## config.mk

```make
export PLATFORM = sky130hd
export DESIGN_NAME = scm_top
export DESIGN_NICKNAME = d
export VERILOG_FILES = /design/src/rtl/scm_pkg.sv /design/src/rtl/scm_stab_timer.sv /design/src/rtl/scm_divider.sv /design/src/rtl/scm_top.sv
export SDC_FILE = /design/constraint.sdc
export NUM_CORES = 1
export LEC_CHECK = 0
export BUFFER_PORTS_ARGS = -buffer_cell sky130_fd_sc_hd__buf_2
export CORE_MARGIN = 4
export CORE_UTILIZATION = 30
export DETAILED_ROUTE_END_ITERATION = 12
export HOLD_SLACK_MARGIN = 0.08
export SKIP_CTS_REPAIR_TIMING = 1
export SYNTH_ARGS = -nofsm -noshare
export SYNTH_HDL_FRONTEND = slang
export SYNTH_HIERARCHICAL = 1
export SYNTH_SLANG_ARGS = --single-unit
```

## constraint.sdc

```tcl
create_clock -name clk_i -period 1.25 [get_ports clk_i]
set_input_delay 0.1875 -clock clk_i [delete_from_list [all_inputs] [get_ports clk_i]]
set_output_delay 0.1875 -clock clk_i [all_outputs]
set_load 0.05 [all_outputs]
```

## src/rtl/scm_pkg.sv

```systemverilog
// Package: register map, field layout, reset values and modes of the clock control
package scm_pkg;
    // Register offsets (plain port address)
    localparam logic [1:0] ADDR_SCLK_SEL = 2'h0;
    localparam logic [1:0] ADDR_FOSC_CTL = 2'h1;
    localparam logic [1:0] ADDR_IRQ_STAT = 2'h2;
    localparam logic [1:0] ADDR_IRQ_MASK = 2'h3;
    // Field positions
    localparam int SEL_MSB    = 7;
    localparam int SEL_LSB    = 5;
    localparam int HS_IDLE_B  = 1;
    localparam int LS_IDLE_B  = 0;
    localparam int HS_STAB_B  = 1;
    localparam int HS_EN_B    = 0;
    // Reset values
    localparam logic [2:0] SEL_RST   = 3'h0;
    localparam logic       HS_EN_RST = 1'b1;
    // Clock select codes
    localparam logic [2:0] SEL_SUB      = 3'h7;
    localparam int         DIV_STAGES   = 6;
    // Interrupt status bits
    localparam int IRQ_W        = 3;
    localparam int IRQ_HS_STAB  = 0;
    localparam int IRQ_LS_STAB  = 1;
    localparam int IRQ_SW_DONE  = 2;
    // Oscillator start-up times in ns
    localparam int HS_START_NS = 16000;
    localparam int LS_START_NS = 1000;
    localparam int CLK_NS      = 5;
    localparam int HS_START_CYC = (HS_START_NS + CLK_NS - 1) / CLK_NS;
    localparam int LS_START_CYC = (LS_START_NS + CLK_NS - 1) / CLK_NS;

    typedef enum logic [2:0] {
        SCM_FAST    = 3'h0,
        SCM_SLOW    = 3'h1,
        SCM_IDLE_LO = 3'h3,
        SCM_IDLE_BO = 3'h2,
        SCM_IDLE_HI = 3'h6,
        SCM_SLEEP   = 3'h4
    } scm_mode_t;
endpackage

```

## src/rtl/scm_stab_timer.sv

```systemverilog
// Oscillator start-up timer: stable flag after a run of enabled cycles
module scm_stab_timer #(
    parameter int CYCLES = 4
) (
    input  wire logic clk_i,     // System clock
    input  wire logic rst_n_i,   // Synchronous reset, active low
    input  wire logic enable_i,  // Oscillator enabled
    output logic      stable_o   // Oscillator settled
);
    localparam int CW = $clog2(CYCLES + 1);
    localparam logic [CW-1:0] LAST = CW'(CYCLES - 1);
    logic [CW-1:0] count;

    always_ff @(posedge clk_i) begin
        if (!rst_n_i || !enable_i) begin
            count    <= '0;
            stable_o <= 1'b0;
        end else if (!stable_o) begin
            count    <= count + CW'(1);
            stable_o <= (count == LAST);
        end
    end
endmodule

```

## src/rtl/scm_divider.sv

```systemverilog
// Divide-by-2^n pulse generator for the high-speed clock
module scm_divider #(
    parameter int STAGES = 6
) (
    input  wire logic             clk_i,    // System clock
    input  wire logic             rst_n_i,  // Synchronous reset, active low
    input  wire logic             run_i,    // Source running
    input  wire logic [2:0]       ratio_i,  // Log2 of divide ratio
    output logic                  tick_o    // One-cycle enable pulse
);
    logic [STAGES-1:0] count;
    wire  [STAGES-1:0] mask = STAGES'((1 << ratio_i) - 1);
    wire               hit  = ((count & mask) == '0);

    always_ff @(posedge clk_i) begin
        if (!rst_n_i || !run_i) begin
            count  <= '0;
            tick_o <= 1'b0;
        end else begin
            count  <= count + STAGES'(1);
            tick_o <= hit;
        end
    end
endmodule

```

## src/rtl/scm_top.sv

```systemverilog
// System clock select, oscillator enables and halt mode control
// Function
// [RL1] sysclk_sel codes 0..6 pick high-speed clock / 1..64, code 7 sub clock.
// [RL2] High-speed clock from fast RC oscillator, sub clock from slow RC.
// [RL3] Moving to sub clock, fast oscillator runs or stops per hs_osc_en.
// [RL4] FAST mode: CPU runs on fast oscillator divided by sysclk_sel ratio.
// [RL5] SLOW mode: CPU on sub clock; fast clock follows hs_osc_en.
// [RL6] Halt with both idle bits 0 is SLEEP; slow osc only if watchdog.
// [RL7] Halt with hs 0, ls 1: CPU and fast clock off, sub clock on.
// [RL8] Halt with both idle bits 1: both oscillators stay on.
// [RL9] Halt with hs 1, ls 0: sub clock off, fast oscillator stays on.
// [RL10] hs_osc_idle_en is bit 1, resets to 0.
// [RL11] ls_osc_idle_en is bit 0, resets to 0.
// [RL12] Select register: sel bits 7..5, idle bits 1..0, bits 4..2 read 0.
// [RL13] hs_osc_stable bit 1 clears on enable, sets once oscillator settles.
// [RL14] hs_osc_en bit 0 enables fast oscillator, resets to 1.
// [RL15] Oscillator control bits 7..2 read as zero.
// [RL16] Software polls hs_osc_stable before trusting the fast clock.
// [RL17] Switch to SLOW mode waits for slow oscillator to be stable.
// [RL18] In standby, system clock runs only if its source is kept running.
module scm_top (
    input  wire logic       clk_i,        // System clock, 200 MHz
    input  wire logic       rst_n_i,      // Synchronous reset, active low
    input  wire logic [1:0] addr_i,       // Register address
    input  wire logic [7:0] wdata_i,      // Write data
    input  wire logic       wr_i,         // Write strobe
    input  wire logic       rd_i,         // Read strobe
    output logic [7:0]      rdata_o,      // Read data, cycle after strobe
    input  wire logic       halt_i,       // CPU executes halt, pulse
    input  wire logic       wake_i,       // Wake-up event, pulse
    input  wire logic       wdt_en_i,     // Watchdog enabled, async level
    output logic            cpu_run_o,    // CPU clock running
    output logic            sys_tick_o,   // System clock enable pulse
    output logic            sys_on_o,     // System clock not gated
    output logic            fast_osc_on_o,// Fast RC oscillator enable
    output logic            slow_osc_on_o,// Slow RC oscillator enable
    output logic            hs_clk_on_o,  // High-speed clock to peripherals
    output logic            sub_clk_on_o, // Sub clock to peripherals
    output logic            sub_src_o,    // System clock on sub source
    output logic [2:0]      mode_o,       // Operating mode code
    output logic            irq_o         // Level interrupt
);
    function automatic int pkg_w();
        return scm_pkg::IRQ_W;
    endfunction

    // ------------------------------------------------------------
    // Registers
    // ------------------------------------------------------------
    logic [2:0]            sysclk_sel;
    logic                  hs_osc_idle_en;
    logic                  ls_osc_idle_en;
    logic                  hs_osc_en;
    logic [pkg_w()-1:0]    irq_stat;
    logic [pkg_w()-1:0]    irq_mask;
    scm_pkg::scm_mode_t    mode;
    scm_pkg::scm_mode_t    next_mode;
    logic                  sub_src;
    logic                  wdt_meta;
    logic                  wdt_sync;
    logic                  hs_stable;
    logic                  ls_stable;
    logic                  hs_stable_q;
    logic                  ls_stable_q;
    logic                  div_tick;

    function automatic logic is_idle(input scm_pkg::scm_mode_t m);
        return m != scm_pkg::SCM_FAST && m != scm_pkg::SCM_SLOW;
    endfunction

    // ------------------------------------------------------------
    // Decode
    // ------------------------------------------------------------
    wire wr_sel  = wr_i && addr_i == scm_pkg::ADDR_SCLK_SEL;
    wire wr_osc  = wr_i && addr_i == scm_pkg::ADDR_FOSC_CTL;
    wire wr_mask = wr_i && addr_i == scm_pkg::ADDR_IRQ_MASK;
    wire rd_stat = rd_i && addr_i == scm_pkg::ADDR_IRQ_STAT;
    wire want_sub = (sysclk_sel == scm_pkg::SEL_SUB);                // RL1
    wire idle     = is_idle(mode);

    // Mode per halt idle bits
    wire scm_pkg::scm_mode_t halt_mode =
        !hs_osc_idle_en && !ls_osc_idle_en ? scm_pkg::SCM_SLEEP :    // RL6
        !hs_osc_idle_en                    ? scm_pkg::SCM_IDLE_LO :  // RL7
        ls_osc_idle_en                     ? scm_pkg::SCM_IDLE_BO :  // RL8
                                             scm_pkg::SCM_IDLE_HI;   // RL9

    // Oscillator requests per mode
    wire hs_req = idle ? (mode == scm_pkg::SCM_IDLE_BO ||
                          mode == scm_pkg::SCM_IDLE_HI)              // RL8 RL9
                       : (hs_osc_en || !sub_src);                    // RL3 RL5
    wire ls_req = (mode == scm_pkg::SCM_SLEEP) ? wdt_sync            // RL6
                : (mode == scm_pkg::SCM_IDLE_HI) ? 1'b0              // RL9
                : 1'b1;
    wire sub_on = ls_req && (mode != scm_pkg::SCM_SLEEP);            // RL6
    // Gate system clock in standby unless its source stays on
    wire sys_on = !idle || (sub_src ? sub_on : hs_req);              // RL18
    wire tick   = sub_src ? (sub_on && ls_stable)                    // RL2
                          : (div_tick && hs_stable);                 // RL4

    wire [7:0] sel_rd = {sysclk_sel, 3'h0,                           // RL12
                         hs_osc_idle_en, ls_osc_idle_en};
    wire [7:0] osc_rd = {6'h00, hs_stable, hs_osc_en};               // RL15
    wire sys_switch = want_sub ? ls_stable : hs_stable;              // RL17
    wire [pkg_w()-1:0] irq_ev = {
        sub_src != want_sub && sys_switch,
        ls_stable && !ls_stable_q,
        hs_stable && !hs_stable_q};
    logic [7:0] rdata_next;

    always_comb begin
        unique case (addr_i)
            scm_pkg::ADDR_SCLK_SEL: rdata_next = sel_rd;
            scm_pkg::ADDR_FOSC_CTL: rdata_next = osc_rd;
            scm_pkg::ADDR_IRQ_STAT: rdata_next = 8'(irq_stat);
            scm_pkg::ADDR_IRQ_MASK: rdata_next = 8'(irq_mask);
        endcase
    end

    always_comb begin
        next_mode = mode;
        if (idle && wake_i)
            next_mode = sub_src ? scm_pkg::SCM_SLOW : scm_pkg::SCM_FAST;
        else if (!idle && halt_i)
            next_mode = halt_mode;
        else if (!idle)
            next_mode = sub_src ? scm_pkg::SCM_SLOW : scm_pkg::SCM_FAST;
    end

    // ------------------------------------------------------------
    // Sub-blocks
    // ------------------------------------------------------------
    scm_stab_timer #(.CYCLES(scm_pkg::HS_START_CYC)) u_hs_tmr (
        .clk_i    (clk_i),
        .rst_n_i  (rst_n_i),
        .enable_i (hs_req),                                          // RL13
        .stable_o (hs_stable)
    );

    scm_stab_timer #(.CYCLES(scm_pkg::LS_START_CYC)) u_ls_tmr (
        .clk_i    (clk_i),
        .rst_n_i  (rst_n_i),
        .enable_i (ls_req),
        .stable_o (ls_stable)
    );

    scm_divider #(.STAGES(scm_pkg::DIV_STAGES)) u_div (
        .clk_i    (clk_i),
        .rst_n_i  (rst_n_i),
        .run_i    (hs_stable),
        .ratio_i  (sysclk_sel),                                      // RL1
        .tick_o   (div_tick)
    );

    // ------------------------------------------------------------
    // Sequential logic
    // ------------------------------------------------------------
    always_ff @(posedge clk_i) begin
        wdt_meta <= wdt_en_i;
        wdt_sync <= wdt_meta;
    end

    always_ff @(posedge clk_i) begin
        if (!rst_n_i) begin
            sysclk_sel     <= scm_pkg::SEL_RST;
            hs_osc_idle_en <= 1'b0;                                  // RL10
            ls_osc_idle_en <= 1'b0;                                  // RL11
        end else if (wr_sel) begin
            sysclk_sel     <= wdata_i[scm_pkg::SEL_MSB:scm_pkg::SEL_LSB];
            hs_osc_idle_en <= wdata_i[scm_pkg::HS_IDLE_B];           // RL10
            ls_osc_idle_en <= wdata_i[scm_pkg::LS_IDLE_B];           // RL11
        end
    end

    always_ff @(posedge clk_i) begin
        if (!rst_n_i)
            hs_osc_en <= scm_pkg::HS_EN_RST;                         // RL14
        else if (wr_osc)
            hs_osc_en <= wdata_i[scm_pkg::HS_EN_B];                  // RL14
    end

    // Source change only once the target oscillator has settled
    always_ff @(posedge clk_i) begin
        if (!rst_n_i)
            sub_src <= 1'b0;
        else if (!idle && sys_switch)
            sub_src <= want_sub;                                     // RL17
    end

    always_ff @(posedge clk_i) begin
        if (!rst_n_i) begin
            mode        <= scm_pkg::SCM_FAST;
            hs_stable_q <= 1'b0;
            ls_stable_q <= 1'b0;
        end else begin
            mode        <= next_mode;
            hs_stable_q <= hs_stable;
            ls_stable_q <= ls_stable;
        end
    end

    // Events win over the clear-on-read
    always_ff @(posedge clk_i) begin
        if (!rst_n_i) begin
            irq_stat <= '0;
            irq_mask <= '0;
        end else begin
            irq_stat <= (rd_stat ? '0 : irq_stat) | irq_ev;
            if (wr_mask)
                irq_mask <= wdata_i[pkg_w()-1:0];
        end
    end

    always_ff @(posedge clk_i) begin
        if (!rst_n_i) begin
            rdata_o       <= 8'h00;
            cpu_run_o     <= 1'b0;
            sys_tick_o    <= 1'b0;
            sys_on_o      <= 1'b0;
            fast_osc_on_o <= 1'b0;
            slow_osc_on_o <= 1'b0;
            hs_clk_on_o   <= 1'b0;
            sub_clk_on_o  <= 1'b0;
            sub_src_o     <= 1'b0;
            mode_o        <= 3'h0;
            irq_o         <= 1'b0;
        end else begin
            rdata_o       <= rd_i ? rdata_next : 8'h00;
            cpu_run_o     <= !is_idle(next_mode);
            sys_tick_o    <= tick && sys_on;                         // RL18
            sys_on_o      <= sys_on;
            fast_osc_on_o <= hs_req;                                 // RL2
            slow_osc_on_o <= ls_req;
            hs_clk_on_o   <= hs_req && hs_stable;
            sub_clk_on_o  <= sub_on && ls_stable;
            sub_src_o     <= sub_src;
            mode_o        <= mode;
            irq_o         <= |(irq_stat & irq_mask);
        end
    end
endmodule

```

## Word level (Yosys, flattened, before mapping)

Index checks and enable logic that the tools add are counted.

- Bits in registers: 69
- Latch bits: 0
- Bits in writable memories: 0
- ROM bits: 0
- Input bits: 17
- Output and inout bits: 20
- Logic and storage cells: 108
- Memories kept: 0

- Add/subtract/negate cells: 4
- $mul: 0
- Divide/modulo/power cells: 0
- $lt $le $gt $ge: 0
- Equality and inequality tests: 13
- Shift-type cells: 1
- Multiplexer cells: 17
- Bitwise operators: 3
- Reductions and logical operators: 41

Operators with widths:

| cell | number |
|---|---|
| $pmux 8 s4 | 1 |
| $mux 3 | 7 |
| $logic_and 1x1->1 | 18 |
| $add 12x1->12 const B | 1 |
| $eq 12x12->1 const B | 1 |
| $logic_not 1->1 | 11 |
| $eq 3x3->1 const B | 3 |
| $mux 1 | 9 |
| $add 8x1->8 const B | 1 |
| $eq 8x8->1 const B | 1 |
| $add 6x1->6 const B | 1 |
| $and 6x6->6 | 1 |
| $logic_not 6->1 | 1 |
| $logic_or 1x1->1 | 6 |
| $ne 3x1->1 const B | 2 |
| $reduce_bool 3->1 | 2 |
| $shl 1x3->6 const A | 1 |
| $sub 6x2->6 const B | 1 |
| $eq 2x2->1 const B | 2 |
| $and 3x3->3 | 1 |
| $eq 3x2->1 const B | 1 |
| $ne 3x3->1 const B | 1 |
| $or 3x3->3 | 1 |
| $reduce_or 3->1 | 1 |
| other kinds (4) | 4 |

## Logic depth before layout (Yosys ltp)

- Depth after elaboration: 9
- Gate-level depth with buffers: 6
- Gate-level depth less buffers: 5

## Hierarchy

Netlist, hierarchy kept.

By module, submodules not included:

| module | times used | cells each | area each (sq um) | seq. area each (sq um) |
|---|---|---|---|---|
| scm_top | 1 | 137 | 1,458.9 | 760.7 |
| scm_stab_timer at u_hs_tmr | 1 | 65 | 605.6 | 260.2 |
| scm_stab_timer at u_ls_tmr | 1 | 42 | 409.1 | 180.2 |
| scm_divider | 1 | 31 | 291.5 | 140.1 |

## Worst setup path after synthesis

OpenSTA, ideal clock, no wires.

- Path kind: reg2reg
- Start point: reg u_hs_tmr.count[0]
- End point: reg u_hs_tmr.count[10]
- Setup time: 0.070 ns
- Arrival: 1.332 ns
- Required time: 1.180 ns
- Slack: -0.152 ns
- Stages on the path, launching flop included: 5
- Path buffers: 0
- Period minus slack after synthesis: 1.402 ns
- Path through: dfxtp_1 > ha_1 > nand3b_1 > or4_1 > a21oi_1

- Cells in the longest elaborated chain, start to end: 1

RTL lines:

| item | RTL line | RTL |
|---|---|---|
| start: declaration | scm_stab_timer.sv:12 | `logic [CW-1:0] count;` |
| start signal: assignment | scm_stab_timer.sv:19 | `count <= count + CW'(1);` |
| $add 12x1->12 | scm_stab_timer.sv:19 |  |

Every way passes these cells.
A chain may end at the register's enable or synchronous reset.

## Final worst setup path

- Start point: reg u_hs_tmr.count[1]
- End point: reg u_hs_tmr.count[10]

The elaborated chain is that of the path after synthesis.

==> impl_results.md <==
- Status: finished with violations
- Failing checks: setup timing
- Port buffer count: 32
- Antenna-violating nets left: 0
- Top-area cell type share of the netlist area: 48.5%
- Critical Path AT: roughly 1600 ps
- Die Area: roughly 11000 um^2
- Clk slew on worst S/H paths: 70 ps
- Post-synth ARST share: 0%
- Setup TNS Final: -253 ps
- IR Drop Worst-Case VDD: just under 500 uV
- Vias per cell: 4.77
- Warnings from Yosys: 6
- Final Hold Vio Count: 0
- Total global-route track usage: a little under an eighth
- Synth Area in Compound Gates: a little over a tenth
- Pwr dens: around 1200 nW/um^2
- Area of the multi-input gates: about 1500 um^2
- Core area: 8850 um^2
- CTS Buffer Depth: 2
- Initial Util: 31.3%
- Achievable frequency: roughly 750 MHz
- Synth Area in Simple Gates: 25.3%
- Multiplexer area fraction after synthesis: under 10%
- Site Rows: 34
- Initial antenna violation count: 0
- Worst Hold Class: in -> reg
- Post-Synth XOR/XNOR Area: 3.48%
- CTS tree: built
- Final Max Tran Viols: 0
- Min Tclk post-route: 1340 ps
- GP Congestion: between 0.7 and 0.8
- Switching power: 1130 uW
- DRC: 0
- DP HPWL: between 4000 and 5000 um
- Area Growth Syn to Fin: 33.5%
- Final net count: around 370
- Setup violators final: 5
- Ys flop type: dfxtp_1
- Commonest non-fill, non-tap cell in the layout: dfxtp_1
- CTS Buf Count: 9
- Most frequent cells in the layout: 51 x dfxtp_1, 32 x buf_2, 30 x buf_4
- Synthesized instance count: ~280
- Number of global-route vias before repair: a little over 2k
- DP Area: around 3300 um^2
- Post-synthesis cell area: roughly 2800 um^2
- Synth area leaders: dfxtp_1 49%, nor2b_1 4.3%, mux2i_1 4.0%, and2_1 2.7%, nor2_1 2.7%
- Leak: 0.00155 uW
- Cell area after layout: around 3700 um^2
- Post-synth top area cell: dfxtp_1
- Setup crit start kind: flip-flop
- Maximum fanout along the worst path: 4
- Die width: ~100 um
- Minimum hold slack: slightly below 100 ps
- Clock Skew: about 11 ps
- Main combinational cell family by area after synthesis: simple AND/OR/NAND/NOR gates
- Placed Cells: 437
- Layout Cells excl Fill: 458
- Count of different cell masters after synthesis: 53
- Drt pass-1 iters: 5
- Ports: 37
- Final Core Density: about two fifths
- GR Overflow Total: 0
- Average cell area after synthesis: between 10 and 15 um^2
- Share of layout cells above drive strength 1: between 30% and 40%
- Sequential share of power: roughly half
- Unrepaired setup endpoints after global routing: true
- Internal power: roughly 3400 uW
- Worst skew pair latency: ~340 ps
- Wirelength, routed: approximately 6100 um
- # Max-Cap Violations: 0
- First-pass GRT wire length: 9920 um
- H-tree depth: 3
- Worst path required time: approximately 1500 ps
- Sequential area share after synthesis: 48.5%
- Routed len/inst: 13.2 um
- Final WS setup: -87.6 ps
- Period utilization: 107%
- Crit path kind: reg -> reg
- Post-synth EDFFs: 0
- Sw frac: about a quarter
- Largest net degree at the start of global routing: 16
- Initial DRC Count: 97
- Logic pwr share: slightly above 10%
- #FFs+latches synth: 67
- Die Ht: roughly 100 um
- CTS root buffer: clkbuf_8
- Power share of the clock group: just over 40%
- Register area: approximately 1400 um^2
- CP endpoint kind: flip-flop
- CTS sink cnt: 67
- Vias: between 2k and 2.5k
- Fillers: 870
- # diodes: 0
- Post-Synth Adder-Cell Area: under 10%
critical path: stages, from the launching register on:
cell and delay [ps]:
dfxtp_4 370, ha_4 130, nand3b_1 130, or4_4 540, a21oi_2 120
cell usage after synthesis (all sizes together) (3+ instances only):
| master | n |
|---|---|
| nand2 | 13 |
| nand3 | 8 |
| ha | 4 |
| nor3 | 3 |
| nand3b | 3 |
| nor2 | 20 |
| mux2 | 4 |
| dfxtp | 67 |
| o31ai | 5 |
| mux2i | 11 |
| nor2b | 19 |
| xor2 | 8 |
| a21oi | 13 |
| or4 | 4 |
| clkbuf | 5 |
| nand4b | 6 |
| or3 | 7 |
| and2 | 12 |
| and3 | 6 |
| xnor2 | 3 |
| o21ai | 12 |
| buf | 6 |
| inv | 5 |
stage by stage:
step / setup slack (ps) / total power (uW)
after detailed placement: -112 / 2670
final: -87.6 / 4500
after global routing: -157 / 4730
after CTS: -112 / 4500
after global placement: -84.4 / 2660
after floorplan: -47.0 / 2520
power by group through the flow:
stage               Clock (uW)  Sequential [uW]  Combinational (uW)
floorplan                    0             2340                 182
finish                    1820             2230                 454
global route              1990             2240                 492
detailed placement           0             2280                 386
global placement             0             2280                 381
CTS                       1880             2230                 388
sequential cells by signal, indices dropped and copies added (netlist names), 3 cells and up:
register,cells
sysclk_sel,3
rdata_o,6
u_div/count,6
mode_o,3
irq_stat,3
u_hs_tmr/count,12
mode,3
u_ls_tmr/count,8
irq_mask,3
metal layers:
metal  up-vias  GRT usage (%)  routed length (um)
met2        32           18.0                3080
met5         -              0                   0
met3         8           4.41                 232
li1       1112              -                   -
met4         0           4.46                  67
met1      1033           13.6                2670
final cells by class:
| cell class | count | share of cell area [%] |
|---|---|---|
| Multi-Input combinational cell | 193 | 39.9 |
| Sequential cell | 67 | 37.1 |
| Timing Repair Buffer | 69 | 13.4 |
| Clock buffer | 10 | 3.73 |
| Tap cell | 108 | 3.66 |
| Clock inverter | 6 | 1.69 |
| Inverter | 5 | 0.508 |
kinds of logic after synthesis:
logic type / after synthesis
AND/OR/NAND/NOR: 113
buffers and inverters: 16
flip-flops: 67
AO/OA/AOI/OAI: 46
other: 1
multiplexers: 17
adder cells (fa/ha/maj): 4
XOR/XNOR: 11
worst paths after layout:
kind | startpoint | endpoint | slack [ps] | cells after the start
max | u_hs_tmr/count[1] | u_hs_tmr/count[10] | -90 | 4
min | wdata_i[2] | irq_mask[2] | 100 | 3
max reg2reg | u_hs_tmr/count[1] | u_hs_tmr/count[10] | -90 | 4
min reg2reg | wdt_meta | wdt_sync | 330 | 0
(Power assumes the default switching activity.)
